==> src/dss_params.svh <==
// constants of the dual slot sample sequencer: offsets, fields, resets, times
// assumes a 20 MHz system clock and an 8-bit register address space
`ifndef DSS_PARAMS_SVH
`define DSS_PARAMS_SVH

// ****************************************************************
// clock and time base
// ****************************************************************
`define DSS_CLK_HZ            20000000
`define DSS_US_CYCLES         (`DSS_CLK_HZ / 1000000)
`define DSS_SLOW_HZ           32768
`define DSS_SLOW_BASE_CYCLES  (`DSS_CLK_HZ / `DSS_SLOW_HZ)
`define DSS_TRIM_CENTER       32
`define DSS_COMPUTE_A_US      68
`define DSS_COMPUTE_B_US      20
`define DSS_SLEEP_MIN_US      222
`define DSS_EXT_WAIT_TICKS    2

// ****************************************************************
// register offsets
// ****************************************************************
`define DSS_OFF_MODE          8'h10
`define DSS_OFF_RATE          8'h12
`define DSS_OFF_ROUTE         8'h14
`define DSS_OFF_A_DELAY       8'h30
`define DSS_OFF_A_SPACING     8'h31
`define DSS_OFF_B_DELAY       8'h35
`define DSS_OFF_B_SPACING     8'h36
`define DSS_OFF_EXT_TRIG      8'h38
`define DSS_OFF_CLOCK         8'h4b
`define DSS_OFF_PIN_SEL       8'h4f

// ****************************************************************
// field positions and codes
// ****************************************************************
`define DSS_MODE_LSB          0
`define DSS_MODE_STANDBY      2'h0
`define DSS_MODE_PROGRAM      2'h1
`define DSS_MODE_NORMAL       2'h2
`define DSS_ROUTE_A_LSB       4
`define DSS_ROUTE_B_LSB       8
`define DSS_ROUTE_FLOAT       4'h0
`define DSS_ROUTE_ALL         4'h1
`define DSS_ROUTE_HI          4'h4
`define DSS_ROUTE_LO          4'h5
`define DSS_COUNT_LSB         8
`define DSS_BYTE_LSB          0
`define DSS_EXT_TRIG_BIT      14
`define DSS_TRIM_LSB          0
`define DSS_CLK_EN_BIT        7
`define DSS_CLK_BYP_BIT       8
`define DSS_TRIG_SEL_LSB      2
`define DSS_TRIG_SEL_IRQ      2'h1
`define DSS_TRIG_SEL_PD       2'h2
`define DSS_IRQ_BUF_BIT       1
`define DSS_PD_BUF_BIT        5

// ****************************************************************
// reset values
// ****************************************************************
`define DSS_RST_MODE          16'h0000
`define DSS_RST_RATE          16'h0008
`define DSS_RST_ZERO          16'h0000
`define DSS_RST_CLOCK         16'h2612

`endif

==> src/dss_pkg.sv <==
// types of the dual slot sample sequencer
// assumes dss_params.svh is compiled alongside
package dss_pkg;

  // ****************************************************************
  // sequencer states
  // ****************************************************************
  typedef enum logic [2:0] {
    DSS_STANDBY = 3'b000,
    DSS_WAIT    = 3'b001,
    DSS_SLOT_A  = 3'b010,
    DSS_COMP_A  = 3'b011,
    DSS_SLOT_B  = 3'b100,
    DSS_COMP_B  = 3'b101,
    DSS_SLEEP   = 3'b110
  } dss_state_t;

  // ****************************************************************
  // module state records
  // ****************************************************************
  typedef struct packed {
    logic [1:0] meta;
    logic [1:0] stable;
  } dss_sync_st_t;

  typedef struct packed {
    logic       busy;
    logic       pulse;
    logic       done;
    logic [7:0] cnt;
    logic [7:0] left;
  } dss_slot_st_t;

  typedef struct packed {
    logic [15:0] mode;
    logic [15:0] rate;
    logic [15:0] route;
    logic [15:0] a_delay;
    logic [15:0] a_spacing;
    logic [15:0] b_delay;
    logic [15:0] b_spacing;
    logic [15:0] ext_trig;
    logic [15:0] clock;
    logic [15:0] pin_sel;
    dss_state_t  state;
    logic [4:0]  us_div;
    logic        us_tick;
    logic [9:0]  slow_div;
    logic        slow_tick;
    logic [15:0] rate_cnt;
    logic        trig_prev;
    logic        pd_prev;
    logic [1:0]  ext_wait;
    logic        start_pend;
    logic [7:0]  seq_cnt;
    logic        start_a;
    logic        start_b;
    logic        conn_lo;
    logic        conn_hi;
    logic        pd_status;
    logic [15:0] rdata;
    logic        rdata_valid;
  } dss_top_st_t;

endpackage

==> src/dss_sequencer.sv <==
// dual slot sample sequencer: registers, sample clock, trigger and slots
// assumes a register port already decoded from the serial host link
//
// Function
// - slot A then slot B each period
// - each slot has its own settings
// - slot A time: delay plus count times spacing
// - slot B time: delay plus count times spacing
// - low byte sets delay to first pulse
// - low byte sets spacing between pulses
// - compute 68 us after A, 20 after B
// - sleep at least 222 us between periods
// - slot B input routing field decode
// - slot A input routing, same decode
// - rate register paces periods on slow clock
// - trigger pin select field
// - pin input buffer enables
// - trigger enable replaces internal sample timer
// - trigger waits one to two slow cycles
// - enable plus bypass selects external slow clock
// - mode field, standby after reset
module dss_sequencer (
  input  wire logic        clk_sys_in,
  input  wire logic        rst_n_in,
  input  wire logic        reg_wr_en_in,
  input  wire logic        reg_rd_en_in,
  input  wire logic [7:0]  reg_addr_in,
  input  wire logic [15:0] reg_wdata_in,
  output logic      [15:0] reg_rdata_out,
  output logic             reg_rdata_valid_out,
  input  wire logic        irq_pin_in,
  output logic             irq_pin_out,
  output logic             irq_pin_oe_n_out,
  input  wire logic        pd_pin_in,
  output logic             pd_pin_out,
  output logic             pd_pin_oe_n_out,
  output logic             slot_a_pulse_out,
  output logic             slot_b_pulse_out,
  output logic             slot_a_active_out,
  output logic             slot_b_active_out,
  output logic             sensor_lo_connect_out,
  output logic             sensor_hi_connect_out,
  output logic      [2:0]  seq_state_out
);

  `include "dss_params.svh"

  // ****************************************************************
  // state and wires
  // ****************************************************************
  dss_pkg::dss_top_st_t s;
  dss_pkg::dss_top_st_t next_s;

  logic [1:0] pin_sync;
  logic       a_busy;
  logic       a_pulse;
  logic       a_done;
  logic       b_busy;
  logic       b_pulse;
  logic       b_done;
  logic       abort;
  logic       a_en;
  logic       b_en;

  // a slot with zero pulses is treated as unused
  assign a_en  = (s.a_spacing[15:8] != 8'h00);
  assign b_en  = (s.b_spacing[15:8] != 8'h00);
  assign abort = (s.mode[1:0] != `DSS_MODE_NORMAL);

  // ****************************************************************
  // pin synchroniser and slot timers
  // ****************************************************************
  dss_sync2 u_sync (
    .clk_sys_in (clk_sys_in),
    .rst_n_in   (rst_n_in),
    .async_in   ({pd_pin_in, irq_pin_in}),
    .sync_out   (pin_sync)
  );

  // each timer reads only its own slot's registers
  dss_slot_timer u_slot_a (
    .clk_sys_in    (clk_sys_in),
    .rst_n_in      (rst_n_in),
    .us_tick_in    (s.us_tick),
    .start_in      (s.start_a),
    .abort_in      (abort),
    .delay_us_in   (s.a_delay[7:0]),
    .spacing_us_in (s.a_spacing[7:0]),
    .count_in      (s.a_spacing[15:8]),
    .busy_out      (a_busy),
    .pulse_out     (a_pulse),
    .done_out      (a_done)
  );

  dss_slot_timer u_slot_b (
    .clk_sys_in    (clk_sys_in),
    .rst_n_in      (rst_n_in),
    .us_tick_in    (s.us_tick),
    .start_in      (s.start_b),
    .abort_in      (abort),
    .delay_us_in   (s.b_delay[7:0]),
    .spacing_us_in (s.b_spacing[7:0]),
    .count_in      (s.b_spacing[15:8]),
    .busy_out      (b_busy),
    .pulse_out     (b_pulse),
    .done_out      (b_done)
  );

  // ****************************************************************
  // next state
  // ****************************************************************
  always_comb begin
    logic       irq_in;
    logic       pd_in;
    logic       trig_lvl;
    logic       slow_edge;
    logic       ext_clk;
    logic       start_req;
    logic       consume;
    logic [9:0] slow_top;
    logic [15:0] rate_top;
    logic [3:0] route;
    irq_in    = 1'b0;
    pd_in     = 1'b0;
    trig_lvl  = 1'b0;
    slow_edge = 1'b0;
    ext_clk   = 1'b0;
    start_req = 1'b0;
    consume   = 1'b0;
    slow_top  = 10'h000;
    rate_top  = 16'h0000;
    route     = 4'h0;
    next_s    = s;

    // register writes, read data one cycle after the strobe
    next_s.rdata_valid = reg_rd_en_in;
    if (reg_rd_en_in) begin
      unique case (reg_addr_in)
        `DSS_OFF_MODE:      next_s.rdata = s.mode;
        `DSS_OFF_RATE:      next_s.rdata = s.rate;
        `DSS_OFF_ROUTE:     next_s.rdata = s.route;
        `DSS_OFF_A_DELAY:   next_s.rdata = s.a_delay;
        `DSS_OFF_A_SPACING: next_s.rdata = s.a_spacing;
        `DSS_OFF_B_DELAY:   next_s.rdata = s.b_delay;
        `DSS_OFF_B_SPACING: next_s.rdata = s.b_spacing;
        `DSS_OFF_EXT_TRIG:  next_s.rdata = s.ext_trig;
        `DSS_OFF_CLOCK:     next_s.rdata = s.clock;
        `DSS_OFF_PIN_SEL:   next_s.rdata = s.pin_sel;
        default:            next_s.rdata = 16'h0000;
      endcase
    end
    if (reg_wr_en_in) begin
      unique case (reg_addr_in)
        `DSS_OFF_MODE:      next_s.mode      = reg_wdata_in;
        `DSS_OFF_RATE:      next_s.rate      = reg_wdata_in;
        `DSS_OFF_ROUTE:     next_s.route     = reg_wdata_in;
        `DSS_OFF_A_DELAY:   next_s.a_delay   = reg_wdata_in;
        `DSS_OFF_A_SPACING: next_s.a_spacing = reg_wdata_in;
        `DSS_OFF_B_DELAY:   next_s.b_delay   = reg_wdata_in;
        `DSS_OFF_B_SPACING: next_s.b_spacing = reg_wdata_in;
        `DSS_OFF_EXT_TRIG:  next_s.ext_trig  = reg_wdata_in;
        `DSS_OFF_CLOCK:     next_s.clock     = reg_wdata_in;
        `DSS_OFF_PIN_SEL:   next_s.pin_sel   = reg_wdata_in;
        default:            next_s.mode      = s.mode;
      endcase
    end

    // pins count only while their input buffer is on
    irq_in = pin_sync[0] & s.pin_sel[`DSS_IRQ_BUF_BIT];
    pd_in  = pin_sync[1] & s.pin_sel[`DSS_PD_BUF_BIT];

    // microsecond strobe
    next_s.us_tick = 1'b0;
    if (s.us_div >= 5'(`DSS_US_CYCLES - 1)) begin
      next_s.us_div  = 5'h00;
      next_s.us_tick = 1'b1;
    end else begin
      next_s.us_div = s.us_div + 5'h01;
    end

    // slow clock: trimmed divider, or edges of the external clock
    ext_clk        = s.clock[`DSS_CLK_EN_BIT] & s.clock[`DSS_CLK_BYP_BIT];
    next_s.pd_prev = pd_in;
    slow_edge      = pd_in & ~s.pd_prev;
    slow_top = 10'(`DSS_SLOW_BASE_CYCLES - `DSS_TRIM_CENTER - 1)
             + {4'h0, s.clock[`DSS_TRIM_LSB +: 6]};
    if (s.slow_div >= slow_top) begin
      next_s.slow_div = 10'h000;
    end else begin
      next_s.slow_div = s.slow_div + 10'h001;
    end
    if (ext_clk) begin
      next_s.slow_tick = slow_edge;
    end else begin
      next_s.slow_tick = (s.slow_div >= slow_top);
    end

    // trigger pin selection and edge detect on the synced level
    unique case (s.pin_sel[`DSS_TRIG_SEL_LSB +: 2])
      `DSS_TRIG_SEL_IRQ: trig_lvl = irq_in;
      `DSS_TRIG_SEL_PD:  trig_lvl = pd_in;
      default:           trig_lvl = 1'b0;
    endcase
    next_s.trig_prev = trig_lvl;

    // period start: internal rate timer or delayed trigger edge
    rate_top = (s.rate == 16'h0000) ? 16'h0000 : s.rate - 16'h0001;
    if (abort) begin
      next_s.rate_cnt = 16'h0000;
      next_s.ext_wait = 2'h0;
    end else if (s.ext_trig[`DSS_EXT_TRIG_BIT]) begin
      next_s.rate_cnt = 16'h0000;
      if (trig_lvl && !s.trig_prev) begin
        next_s.ext_wait = 2'(`DSS_EXT_WAIT_TICKS);
      end else if (s.slow_tick && s.ext_wait != 2'h0) begin
        next_s.ext_wait = s.ext_wait - 2'h1;
        start_req       = (s.ext_wait == 2'h1);
      end
    end else if (s.slow_tick) begin
      if (s.rate_cnt >= rate_top) begin
        next_s.rate_cnt = 16'h0000;
        start_req       = 1'b1;
      end else begin
        next_s.rate_cnt = s.rate_cnt + 16'h0001;
      end
    end

    // slot sequence
    next_s.start_a = 1'b0;
    next_s.start_b = 1'b0;
    if (abort) begin
      next_s.state = dss_pkg::DSS_STANDBY;
    end else begin
      unique case (s.state)
        dss_pkg::DSS_STANDBY: next_s.state = dss_pkg::DSS_WAIT;
        dss_pkg::DSS_WAIT: begin
          if (s.start_pend) begin
            consume = 1'b1;
            if (a_en) begin
              next_s.state   = dss_pkg::DSS_SLOT_A;
              next_s.start_a = 1'b1;
            end else if (b_en) begin
              next_s.state   = dss_pkg::DSS_SLOT_B;
              next_s.start_b = 1'b1;
            end
          end
        end
        dss_pkg::DSS_SLOT_A: begin
          if (a_done) begin
            next_s.state   = dss_pkg::DSS_COMP_A;
            next_s.seq_cnt = 8'(`DSS_COMPUTE_A_US);
          end
        end
        dss_pkg::DSS_COMP_A: begin
          if (s.us_tick) begin
            if (s.seq_cnt <= 8'h01) begin
              if (b_en) begin
                next_s.state   = dss_pkg::DSS_SLOT_B;
                next_s.start_b = 1'b1;
              end else begin
                next_s.state   = dss_pkg::DSS_SLEEP;
                next_s.seq_cnt = 8'(`DSS_SLEEP_MIN_US);
              end
            end else begin
              next_s.seq_cnt = s.seq_cnt - 8'h01;
            end
          end
        end
        dss_pkg::DSS_SLOT_B: begin
          if (b_done) begin
            next_s.state   = dss_pkg::DSS_COMP_B;
            next_s.seq_cnt = 8'(`DSS_COMPUTE_B_US);
          end
        end
        dss_pkg::DSS_COMP_B: begin
          if (s.us_tick) begin
            if (s.seq_cnt <= 8'h01) begin
              next_s.state   = dss_pkg::DSS_SLEEP;
              next_s.seq_cnt = 8'(`DSS_SLEEP_MIN_US);
            end else begin
              next_s.seq_cnt = s.seq_cnt - 8'h01;
            end
          end
        end
        dss_pkg::DSS_SLEEP: begin
          if (s.us_tick) begin
            if (s.seq_cnt <= 8'h01) begin
              next_s.state = dss_pkg::DSS_WAIT;
            end else begin
              next_s.seq_cnt = s.seq_cnt - 8'h01;
            end
          end
        end
        default: next_s.state = dss_pkg::DSS_STANDBY;
      endcase
    end

    // a start seen while one is consumed is kept, set wins
    next_s.start_pend = (s.start_pend & ~consume & ~abort) | start_req;

    // sensor routing for the slot being entered or held
    if (next_s.state == dss_pkg::DSS_SLOT_A) begin
      route = s.route[`DSS_ROUTE_A_LSB +: 4];
    end else if (next_s.state == dss_pkg::DSS_SLOT_B) begin
      route = s.route[`DSS_ROUTE_B_LSB +: 4];
    end else begin
      route = `DSS_ROUTE_FLOAT;
    end
    next_s.conn_lo = (route == `DSS_ROUTE_ALL) || (route == `DSS_ROUTE_LO);
    next_s.conn_hi = (route == `DSS_ROUTE_ALL) || (route == `DSS_ROUTE_HI);

    // powerdown status is high while no slot or compute runs
    next_s.pd_status = (next_s.state == dss_pkg::DSS_STANDBY)
                    || (next_s.state == dss_pkg::DSS_WAIT)
                    || (next_s.state == dss_pkg::DSS_SLEEP);
  end

  // ****************************************************************
  // state register
  // ****************************************************************
  always_ff @(posedge clk_sys_in or negedge rst_n_in) begin
    if (!rst_n_in) begin
      s           <= '0;
      s.mode      <= `DSS_RST_MODE;
      s.rate      <= `DSS_RST_RATE;
      s.route     <= `DSS_RST_ZERO;
      s.a_delay   <= `DSS_RST_ZERO;
      s.a_spacing <= `DSS_RST_ZERO;
      s.b_delay   <= `DSS_RST_ZERO;
      s.b_spacing <= `DSS_RST_ZERO;
      s.ext_trig  <= `DSS_RST_ZERO;
      s.clock     <= `DSS_RST_CLOCK;
      s.pin_sel   <= `DSS_RST_ZERO;
      s.state     <= dss_pkg::DSS_STANDBY;
      s.pd_status <= 1'b1;
    end else begin
      s <= next_s;
    end
  end

  // ****************************************************************
  // outputs
  // ****************************************************************
  // a pin whose input buffer is on is released, never driven
  assign irq_pin_out           = 1'b0;
  assign irq_pin_oe_n_out      = s.pin_sel[`DSS_IRQ_BUF_BIT];
  assign pd_pin_out            = s.pd_status;
  assign pd_pin_oe_n_out       = s.pin_sel[`DSS_PD_BUF_BIT];
  assign slot_a_pulse_out      = a_pulse;
  assign slot_b_pulse_out      = b_pulse;
  assign slot_a_active_out     = a_busy;
  assign slot_b_active_out     = b_busy;
  assign sensor_lo_connect_out = s.conn_lo;
  assign sensor_hi_connect_out = s.conn_hi;
  assign seq_state_out         = s.state;
  assign reg_rdata_out         = s.rdata;
  assign reg_rdata_valid_out   = s.rdata_valid;

endmodule // dss_sequencer

==> src/dss_sync2.sv <==
// two-stage synchroniser for the two sampled pins
// assumes the inputs are asynchronous to clk_sys_in
module dss_sync2 (
  input  wire logic       clk_sys_in,
  input  wire logic       rst_n_in,
  input  wire logic [1:0] async_in,
  output logic      [1:0] sync_out
);

  dss_pkg::dss_sync_st_t s;
  dss_pkg::dss_sync_st_t next_s;

  // meta feeds only the second stage, nothing else looks at it
  always_comb begin
    next_s        = s;
    next_s.meta   = async_in;
    next_s.stable = s.meta;
  end

  // state register
  always_ff @(posedge clk_sys_in or negedge rst_n_in) begin
    if (!rst_n_in) begin
      s <= '0;
    end else begin
      s <= next_s;
    end
  end

  assign sync_out = s.stable;

endmodule // dss_sync2

==> src/dss_slot_timer.sv <==
// one time slot: pulse delay, then a train of pulses at a fixed spacing
// assumes us_tick_in is a one-cycle strobe once per microsecond
module dss_slot_timer (
  input  wire logic       clk_sys_in,
  input  wire logic       rst_n_in,
  input  wire logic       us_tick_in,
  input  wire logic       start_in,
  input  wire logic       abort_in,
  input  wire logic [7:0] delay_us_in,
  input  wire logic [7:0] spacing_us_in,
  input  wire logic [7:0] count_in,
  output logic            busy_out,
  output logic            pulse_out,
  output logic            done_out
);

  dss_pkg::dss_slot_st_t s;
  dss_pkg::dss_slot_st_t next_s;

  // active time is delay plus count times spacing, pulse one us wide
  always_comb begin
    next_s      = s;
    next_s.done = 1'b0;
    if (abort_in) begin
      next_s.busy  = 1'b0;
      next_s.pulse = 1'b0;
    end else if (start_in) begin
      next_s.busy  = 1'b1;
      next_s.pulse = 1'b0;
      next_s.cnt   = delay_us_in;
      next_s.left  = count_in;
    end else if (s.busy && us_tick_in) begin
      next_s.pulse = 1'b0;
      if (s.cnt <= 8'h01) begin
        if (s.left == 8'h00) begin
          next_s.busy = 1'b0;
          next_s.done = 1'b1;
        end else begin
          next_s.pulse = 1'b1;
          next_s.left  = s.left - 8'h01;
          next_s.cnt   = spacing_us_in;
        end
      end else begin
        next_s.cnt = s.cnt - 8'h01;
      end
    end
  end

  // state register
  always_ff @(posedge clk_sys_in or negedge rst_n_in) begin
    if (!rst_n_in) begin
      s <= '0;
    end else begin
      s <= next_s;
    end
  end

  assign busy_out  = s.busy;
  assign pulse_out = s.pulse;
  assign done_out  = s.done;

endmodule // dss_slot_timer

==> config.mk <==
export PLATFORM = sky130hd
export DESIGN_NAME = dss_sequencer
export DESIGN_NICKNAME = d
export VERILOG_FILES = /design/src/dss_pkg.sv /design/src/dss_sequencer.sv /design/src/dss_sync2.sv /design/src/dss_slot_timer.sv
export VERILOG_INCLUDE_DIRS = /design/src
export SDC_FILE = /design/constraint.sdc
export NUM_CORES = 1
export LEC_CHECK = 0
export ABC_AREA = 1
export BUFFER_PORTS_ARGS = -buffer_cell sky130_fd_sc_hd__buf_2
export CAP_MARGIN = 20
export CORE_ASPECT_RATIO = 0.75
export CORE_UTILIZATION = 42
export CTS_CLUSTER_DIAMETER = 30
export CTS_CLUSTER_SIZE = 16
export DETAILED_ROUTE_END_ITERATION = 6
export SLEW_MARGIN = 5
export SYNTH_ARGS = -nofsm -noshare
export SYNTH_HDL_FRONTEND = slang
export SYNTH_SLANG_ARGS = --single-unit
export TNS_END_PERCENT = 30
==> constraint.sdc <==
create_clock -name clk_sys_in -period 9.1 [get_ports clk_sys_in]
set_clock_uncertainty 0.05 [all_clocks]
set_input_delay 0.455 -clock clk_sys_in [delete_from_list [all_inputs] [get_ports clk_sys_in]]
set_output_delay 0.455 -clock clk_sys_in [all_outputs]
set_load 0.005 [all_outputs]
==> results of run 1 <==
worst register-to-register path: cells and delay by family (launching register included):
family	cells	cell delay [ns]
flip-flops	1	0.42
adder cells (fa/ha/maj)	2	0.39
buffers and inverters	2	0.47
AO/OA/AOI/OAI	4	0.58
AND/OR/NAND/NOR	10	1.57
metal layers:
metal,vias up,share of wire (%),track usage (%),routed length [um]
li1,6124,-,-,-
met1,6087,50,38.75,21130
met2,469,38,31.44,16130
met3,58,9.8,6.723,4137
met4,0,2.0,7.221,850
met5,-,0,0,0
layout by cell type, fill, tap and decap left out, types with 10 or more instances in the layout:
master	netlist	layout
o22ai_1	33	33
clkbuf_16	0	57
o21ai_1	14	14
a211oi_1	10	10
dfrtp_1	266	266
nand3_1	98	98
ha_1	42	42
buf_2	12	57
nor3_1	24	24
bufinv_16	0	10
nand2_1	445	445
nand4_1	22	22
o21ai_0	260	260
inv_1	200	200
clkinv_2	1	14
a21oi_1	51	51
xor2_1	23	23
nor2_1	146	146
power groups by stage:
stage                     sequential [uW]  clock [uW]  combinational [uW]
final                                1280        2120                 230
after global routing                 1290        2210                 266
after CTS                            1280        2150                 231
after detailed placement             1300           0                 230
after global placement               1300           0                 225
after floorplan                      1290           0                 142
cells by family after synthesis:
logic type	after synthesis	share of synthesized area, %
flip-flops	273	47.49
AO/OA/AOI/OAI	409	15.64
AND/OR/NAND/NOR	774	23.19
adder cells (fa/ha/maj)	42	3.648
buffers and inverters	290	8.243
other	1	0.02603
XOR/XNOR	29	1.763
per-stage QoR:
stage / area [um2] / power (uW) / util [%]
after floorplan: 14410 / 1434 / -
after global placement: 14940 / 1526 / 44.36
after detailed placement: 14940 / 1531 / 44.36
after CTS: 16940 / 3664 / 50.30
after global routing: 16990 / 3767 / 50.45
final: 16990 / 3640 / 50.45
final timing paths:
| path | slack (ns) | from | to | cells past startpoint |
|---|---|---|---|---|
| setup / recovery | 5.54 | s[199] | s[50] | 18 |
| hold / removal | 0.19 | reg_rd_en_in | reg_rdata_valid_out | 1 |
| setup reg to reg | 5.54 | s[199] | s[50] | 18 |
| hold reg to reg | 0.31 | u_sync.next_s[0] | u_sync.sync_out[0] | 0 |
| max in group asynchronous | 6.41 | rst_n_in | s[137] | 4 |
| min in group asynchronous | 0.46 | rst_n_in | u_slot_b.s[7] | 2 |
flip-flops by register name, indices dropped and copies added, names as in the netlist:
register and count:
pd_pin_oe_n_out 1, u_slot_b.s 16, reg_rdata_valid_out 1, reg_rdata_out 16, u_slot_b.busy_out 1, pd_pin_out 1, u_sync.sync_out 2, u_slot_b.pulse_out 1
seq_state_out 3, u_slot_a.done_out 1, u_slot_b.done_out 1, u_slot_a.s 16, u_slot_a.pulse_out 1, sensor_lo_connect_out 1, irq_pin_oe_n_out 1, u_sync.next_s 2
sensor_hi_connect_out 1, s 206, u_slot_a.busy_out 1
area by class of cell:
class                           instances  area [um2]
Fill cell                            3276       16680
Sequential cell                       273        6840
Multi-Input combinational cell       1255        6377
Clock buffer                           70        1515
Inverter                              212       797.0
Tap cell                              450       563.0
Clock inverter                         34       452.9
Timing Repair Buffer                   73       442.9
==> results.sh, run 1 <==
export IMPL_status="finished, final reports clean"
export IMPL_worstSetupEndpointType="flip-flop"
export IMPL_layout_min_cycle_time_ns=3.558
export IMPL_cpMostUsedCell="nand2_1"
export IMPL_die_w_um=215.8
export IMPL_antenna_found_initial=0
export IMPL_synth_common_cells="nand2_1 (445), dfrtp_1 (266), o21ai_0 (260)"
export IMPL_grt_overflow=0
export IMPL_cp_top_family="simple AND/OR/NAND/NOR gates"
export IMPL_avgSynthCellArea_um2=7.924
export IMPL_slowest_delay_ns=0.53
export IMPL_hold_class="primary input to flip-flop"
export IMPL_start_util_pct=42.78
export IMPL_nets=1944
export IMPL_cts_buffers=57
export IMPL_comb_power_share_pct=6.3
export IMPL_ctsResizeCount=0
export IMPL_clk_latency_ns=0.58
export IMPL_crit_chain="inv_1, ha_1, nand2_1, nor4_1, inv_1, nand2_1, ha_1, a21oi_1, o21ai_0, nand2_1, o211ai_1, nand2_1, nand2_1, a21oi_1, nand2_1, nor2_1, nand2_1, nand2_1"
export IMPL_worst_pin_slew_ns=0.9887
export IMPL_synth_edff_count=0
export IMPL_synth_most_common_cell="nand2_1"
export IMPL_route_detailed_drc=0
export IMPL_row_count=58
export IMPL_syn_to_final_growth_pct=17.94
export IMPL_cts_tree="built"
export IMPL_grt_max_degree=89
export IMPL_dp_slack_ns=5.553
export IMPL_hold_viol=0
export IMPL_cp_max_fo=14
export IMPL_p_leak_uw=0.008006
export IMPL_hpwl_um=30030
export IMPL_core_area_um2=33670
export IMPL_die_h_um=162.4
export IMPL_syn_inst=1818
export IMPL_cap_violations=0
export IMPL_p_seq_share_pct=35.3
export IMPL_rsz0062_at_grt="false"
export IMPL_wl_per_cell_um=17.85
export IMPL_critical_path_buf_inv_count=2
export IMPL_io_pins=60
export IMPL_slew_viol_final=0
export IMPL_fin_setup_tns_ns=0
export IMPL_seq_area_frac_synth_pct=47.49
export IMPL_netSwitchingFraction_pct=23.70
export IMPL_cp_arrival_ns=4.00
export IMPL_whs_ns=0.1865
export IMPL_cts_setup_buffers=0
export IMPL_place_inst=2256
export IMPL_clock_power_share_pct=58.4
export IMPL_grtUsageTotal_pct=24.45
export IMPL_synth_top_area_share_pct=46.21
export IMPL_n_antenna_cell=0
export IMPL_cts_root_buf="clkbuf_16"
export IMPL_path_clk_slew_ns=0.04
export IMPL_critical_path_required_ns=9.54
export IMPL_yosysTopAreaCell="dfrtp_1"
export IMPL_critical_path_class="flip-flop to flip-flop"
export IMPL_p_sw_uw=862.6
export IMPL_synth_cell_types=52
export IMPL_yosysWarnings=0
export IMPL_first_global_vias=11706
export IMPL_async_flop_share_pct=100.0
export IMPL_port_buffers=58
export IMPL_timing_slew_headroom_pct=34.08
export IMPL_synth_area_um2=14410
export IMPL_antenna_left=0
export IMPL_cts_hold_buffers=3
export IMPL_p_int_uw=2777
export IMPL_vias=12738
export IMPL_wirelength_um=42250
export IMPL_syn_nets=1890
export IMPL_clk_path_buf_depth=3
export IMPL_layout_setup_ws_ns=5.542
export IMPL_synth_area_top_cells="dfrtp_1 (46%), nand2_1 (12%), o21ai_0 (9.0%), inv_1 (5.2%), nor2_1 (3.8%)"
export IMPL_slowest_stage="nor4_1"
export IMPL_peakVddDrop_uv=122.6
export IMPL_globalplace_congestion=0.9087
export IMPL_grt_first_pass_wirelength_um=66570
export IMPL_fp_dieArea_um2=35050
export IMPL_finalSetupViolCount=0
export IMPL_dr_pass1_iters=6
export IMPL_drt_iter0_markers=1355
export IMPL_cts_sinks=273
export IMPL_post_route_period_util_pct=39.10
export IMPL_drive_gt1_share_pct=10.90
export IMPL_fmax_ghz=0.2811
export IMPL_ys_seq_elements=273
export IMPL_final_cells=2367
export IMPL_vias_per_cell=5.381
export IMPL_startpoint_type="flip-flop"
export IMPL_htreeDepth=2
export IMPL_ys_flop_type="dfrtp_1"
export IMPL_powerDensity_nw_per_um2=214.2
No activity file was read; power rests on OpenSTA's default activity.
==> run 2: changes to the inputs <==
Clock period 9.1 ns to 3.2 ns, I/O delays scaled along.
==> run 2 against run 1 <==
  * Maximum frequency up 12%
  * Final cell count up 0.97%
  * Final area up 1.4%
  * Clock power rose to 2.8 times the previous value
  * Largest cell class unchanged
  * Largest power group unchanged
  * Highest routed layer unchanged
==> results.sh, run 2 (synthesis gave the netlist of run 1 again) <==
export IMPL_fin_setup_tns_ns=0
export IMPL_regMostFlops="s"
export IMPL_drive_gt1_share_pct=12.94
export IMPL_nets=1963
export IMPL_die_h_um=162.4
export IMPL_min_from="reg_wdata_in[2]"
export IMPL_core_area_um2=33670
export IMPL_finalSetupViolCount=0
export IMPL_slew_viol_final=0
export IMPL_rr_endpoint="s[46]"
export IMPL_drt_iter0_markers=1377
export IMPL_final_seq_area_um2=6842
export IMPL_cts_sinks=273
export IMPL_hpwl_um=30730
export IMPL_dr_pass1_iters=5
export IMPL_startpoint_type="flip-flop"
export IMPL_antenna_found_initial=0
export IMPL_worst_pin_slew_ns=0.9883
export IMPL_grtUsageTotal_pct=25.35
export IMPL_worst_hold_path_endpoint="s[201]"
export IMPL_row_count=58
export IMPL_fp_dieArea_um2=35050
export IMPL_reg2reg_slack_ns=0.04
export IMPL_clk_latency_ns=0.59
export IMPL_grt_overflow=0
export IMPL_largest_register_ffs=206
export IMPL_cts_root_buf="clkbuf_16"
export IMPL_p_leak_uw=0.008098
export IMPL_post_route_period_util_pct=98.87
export IMPL_cp_max_fo=7
export IMPL_antenna_left=0
export IMPL_final_common_cell="nand2_1"
export IMPL_vias_per_cell=5.410
export IMPL_io_pins=60
export IMPL_worstSetupEndpointType="flip-flop"
export IMPL_wl_per_cell_um=18.26
export IMPL_placed_area_um2=15080
export IMPL_critical_path_required_ns=3.61
export IMPL_fillers=3232
export IMPL_cts_tree="built"
export IMPL_cap_violations=0
export IMPL_rsz0062_at_grt="true"
export IMPL_hold_depth=3
export IMPL_hold_class="primary input to flip-flop"
export IMPL_clk_path_buf_depth=3
export IMPL_grt_first_pass_wirelength_um=68770
export IMPL_layout_common_cells="nand2_1 (444), dfrtp_1 (265), o21ai_0 (260)"
export IMPL_cp_arrival_ns=3.57
export IMPL_die_w_um=215.8
export IMPL_n_antenna_cell=0
export IMPL_fin_area_um2=17220
export IMPL_timing_slew_headroom_pct=33.93
export IMPL_cp_startpoint="s[201]"
export IMPL_hold_viol=0
export IMPL_worst_r2r_cell_count=23
export IMPL_path_clk_slew_ns=0.05
export IMPL_port_buffers=58
export IMPL_cts_buffers=58
export IMPL_syn_to_final_growth_pct=19.55
export IMPL_route_detailed_drc=0
export IMPL_htreeDepth=2
export IMPL_fmax_ghz=0.3161
export IMPL_multiInputGateArea_um2=6454
export IMPL_first_global_vias=11999
export IMPL_start_util_pct=42.78
export IMPL_layout_min_cycle_time_ns=3.164
export IMPL_peakVddDrop_uv=408.2
export IMPL_critical_path_class="flip-flop to flip-flop"
export IMPL_vias=12929
export IMPL_powerDensity_nw_per_um2=600.9
export IMPL_r2r_start="s[201]"
export IMPL_total_power_uw=10350
export IMPL_globalplace_congestion=0.9136
export IMPL_grt_max_degree=89
export IMPL_wirelength_um=43650
export IMPL_status="finished, final reports clean"
[run 2: cell count changes in the layout (fill, tap and decap cells not counted), sizes merged]
| cell | change |
|---|---|
| dlygate4sd3 | +1 |
| buf | +16 |
| clkbuf | +3 |
| clkinvlp | +3 |
| bufinv | -6 |
| clkinv | +2 |
| inv | +4 |
[run 2: layer usage]
metal	track usage [%]	wire length, um	share of wire (%)	vias up
met4	7.028	959	2.2	0
met2	32.93	16950	39	500
li1	-	-	-	6177
met3	6.050	4061	9.3	69
met1	40.70	21680	50	6183
met5	0	0	0	-
[run 2: final cells by class]
cell class	count	area share [%]
sequential	273	39.73
multi-input combinational	1255	37.47
clock buffer	72	9.198
inverter	212	4.628
timing repair buffer	91	3.407
tap	450	3.269
clock inverter	37	2.296
[run 2: power by group]
part | total (uW) | switching (uW) | internal, uW
combinational | 747 | 506 | 241
clock | 5950 | 2090 | 3860
sequential | 3650 | 83.8 | 3570
total | 10300 | 2680 | 7670
[run 2: worst max-delay path by stage]
stage / slack [ns] / to / depth (start not counted)
finish: 0.04 / s[46] / 23
CTS: 0.01 / s[49] / 23
global placement: 0.13 / s[50] / 25
floorplan: 0.19 / s[48] / 23
detailed placement: 0.04 / s[49] / 23
global route: -0.19 / s[50] / 25
[run 2: through the flow]
stage               instances  hold slack [ns]  setup WS (ns)  utilization (%)
finish                   2390          0.01728        0.03628            51.14
global route             2390          0.03934        -0.1874            51.14
CTS                      2385          0.01308        0.01363            50.82
detailed placement       2272           0.1812        0.03604            44.79
global placement         2272           0.1748         0.1280            44.79
floorplan                1818          -0.1856         0.1936                -
[run 2: repair_timing]
action                                 CTS  global route
resized for setup                        2            19
setup buffers                            0             3
endpoints found under the hold margin  100             0
pin swaps                                0            11
hold buffers                             4             0
setup endpoints to repair                2            17
gates cloned                             0             1
[run 2: critical path, stage by stage (launching register included)]
cell      delay, ns
dfrtp_2        0.42
nor2_1         0.10
inv_1          0.07
nor3_2         0.18
nand2_1        0.11
inv_2          0.07
nand3_2        0.07
nor2_2         0.12
inv_2          0.07
nor2_2         0.12
nand4_1        0.10
xor2_1         0.17
nand2_1        0.11
ha_4           0.28
nand2_2        0.05
inv_2          0.07
nand3_4        0.07
nor3_4         0.19
nand2_1        0.07
nand2_1        0.09
a21oi_2        0.05
nand2_1        0.12
clkbuf_4       0.20
o22ai_1        0.08
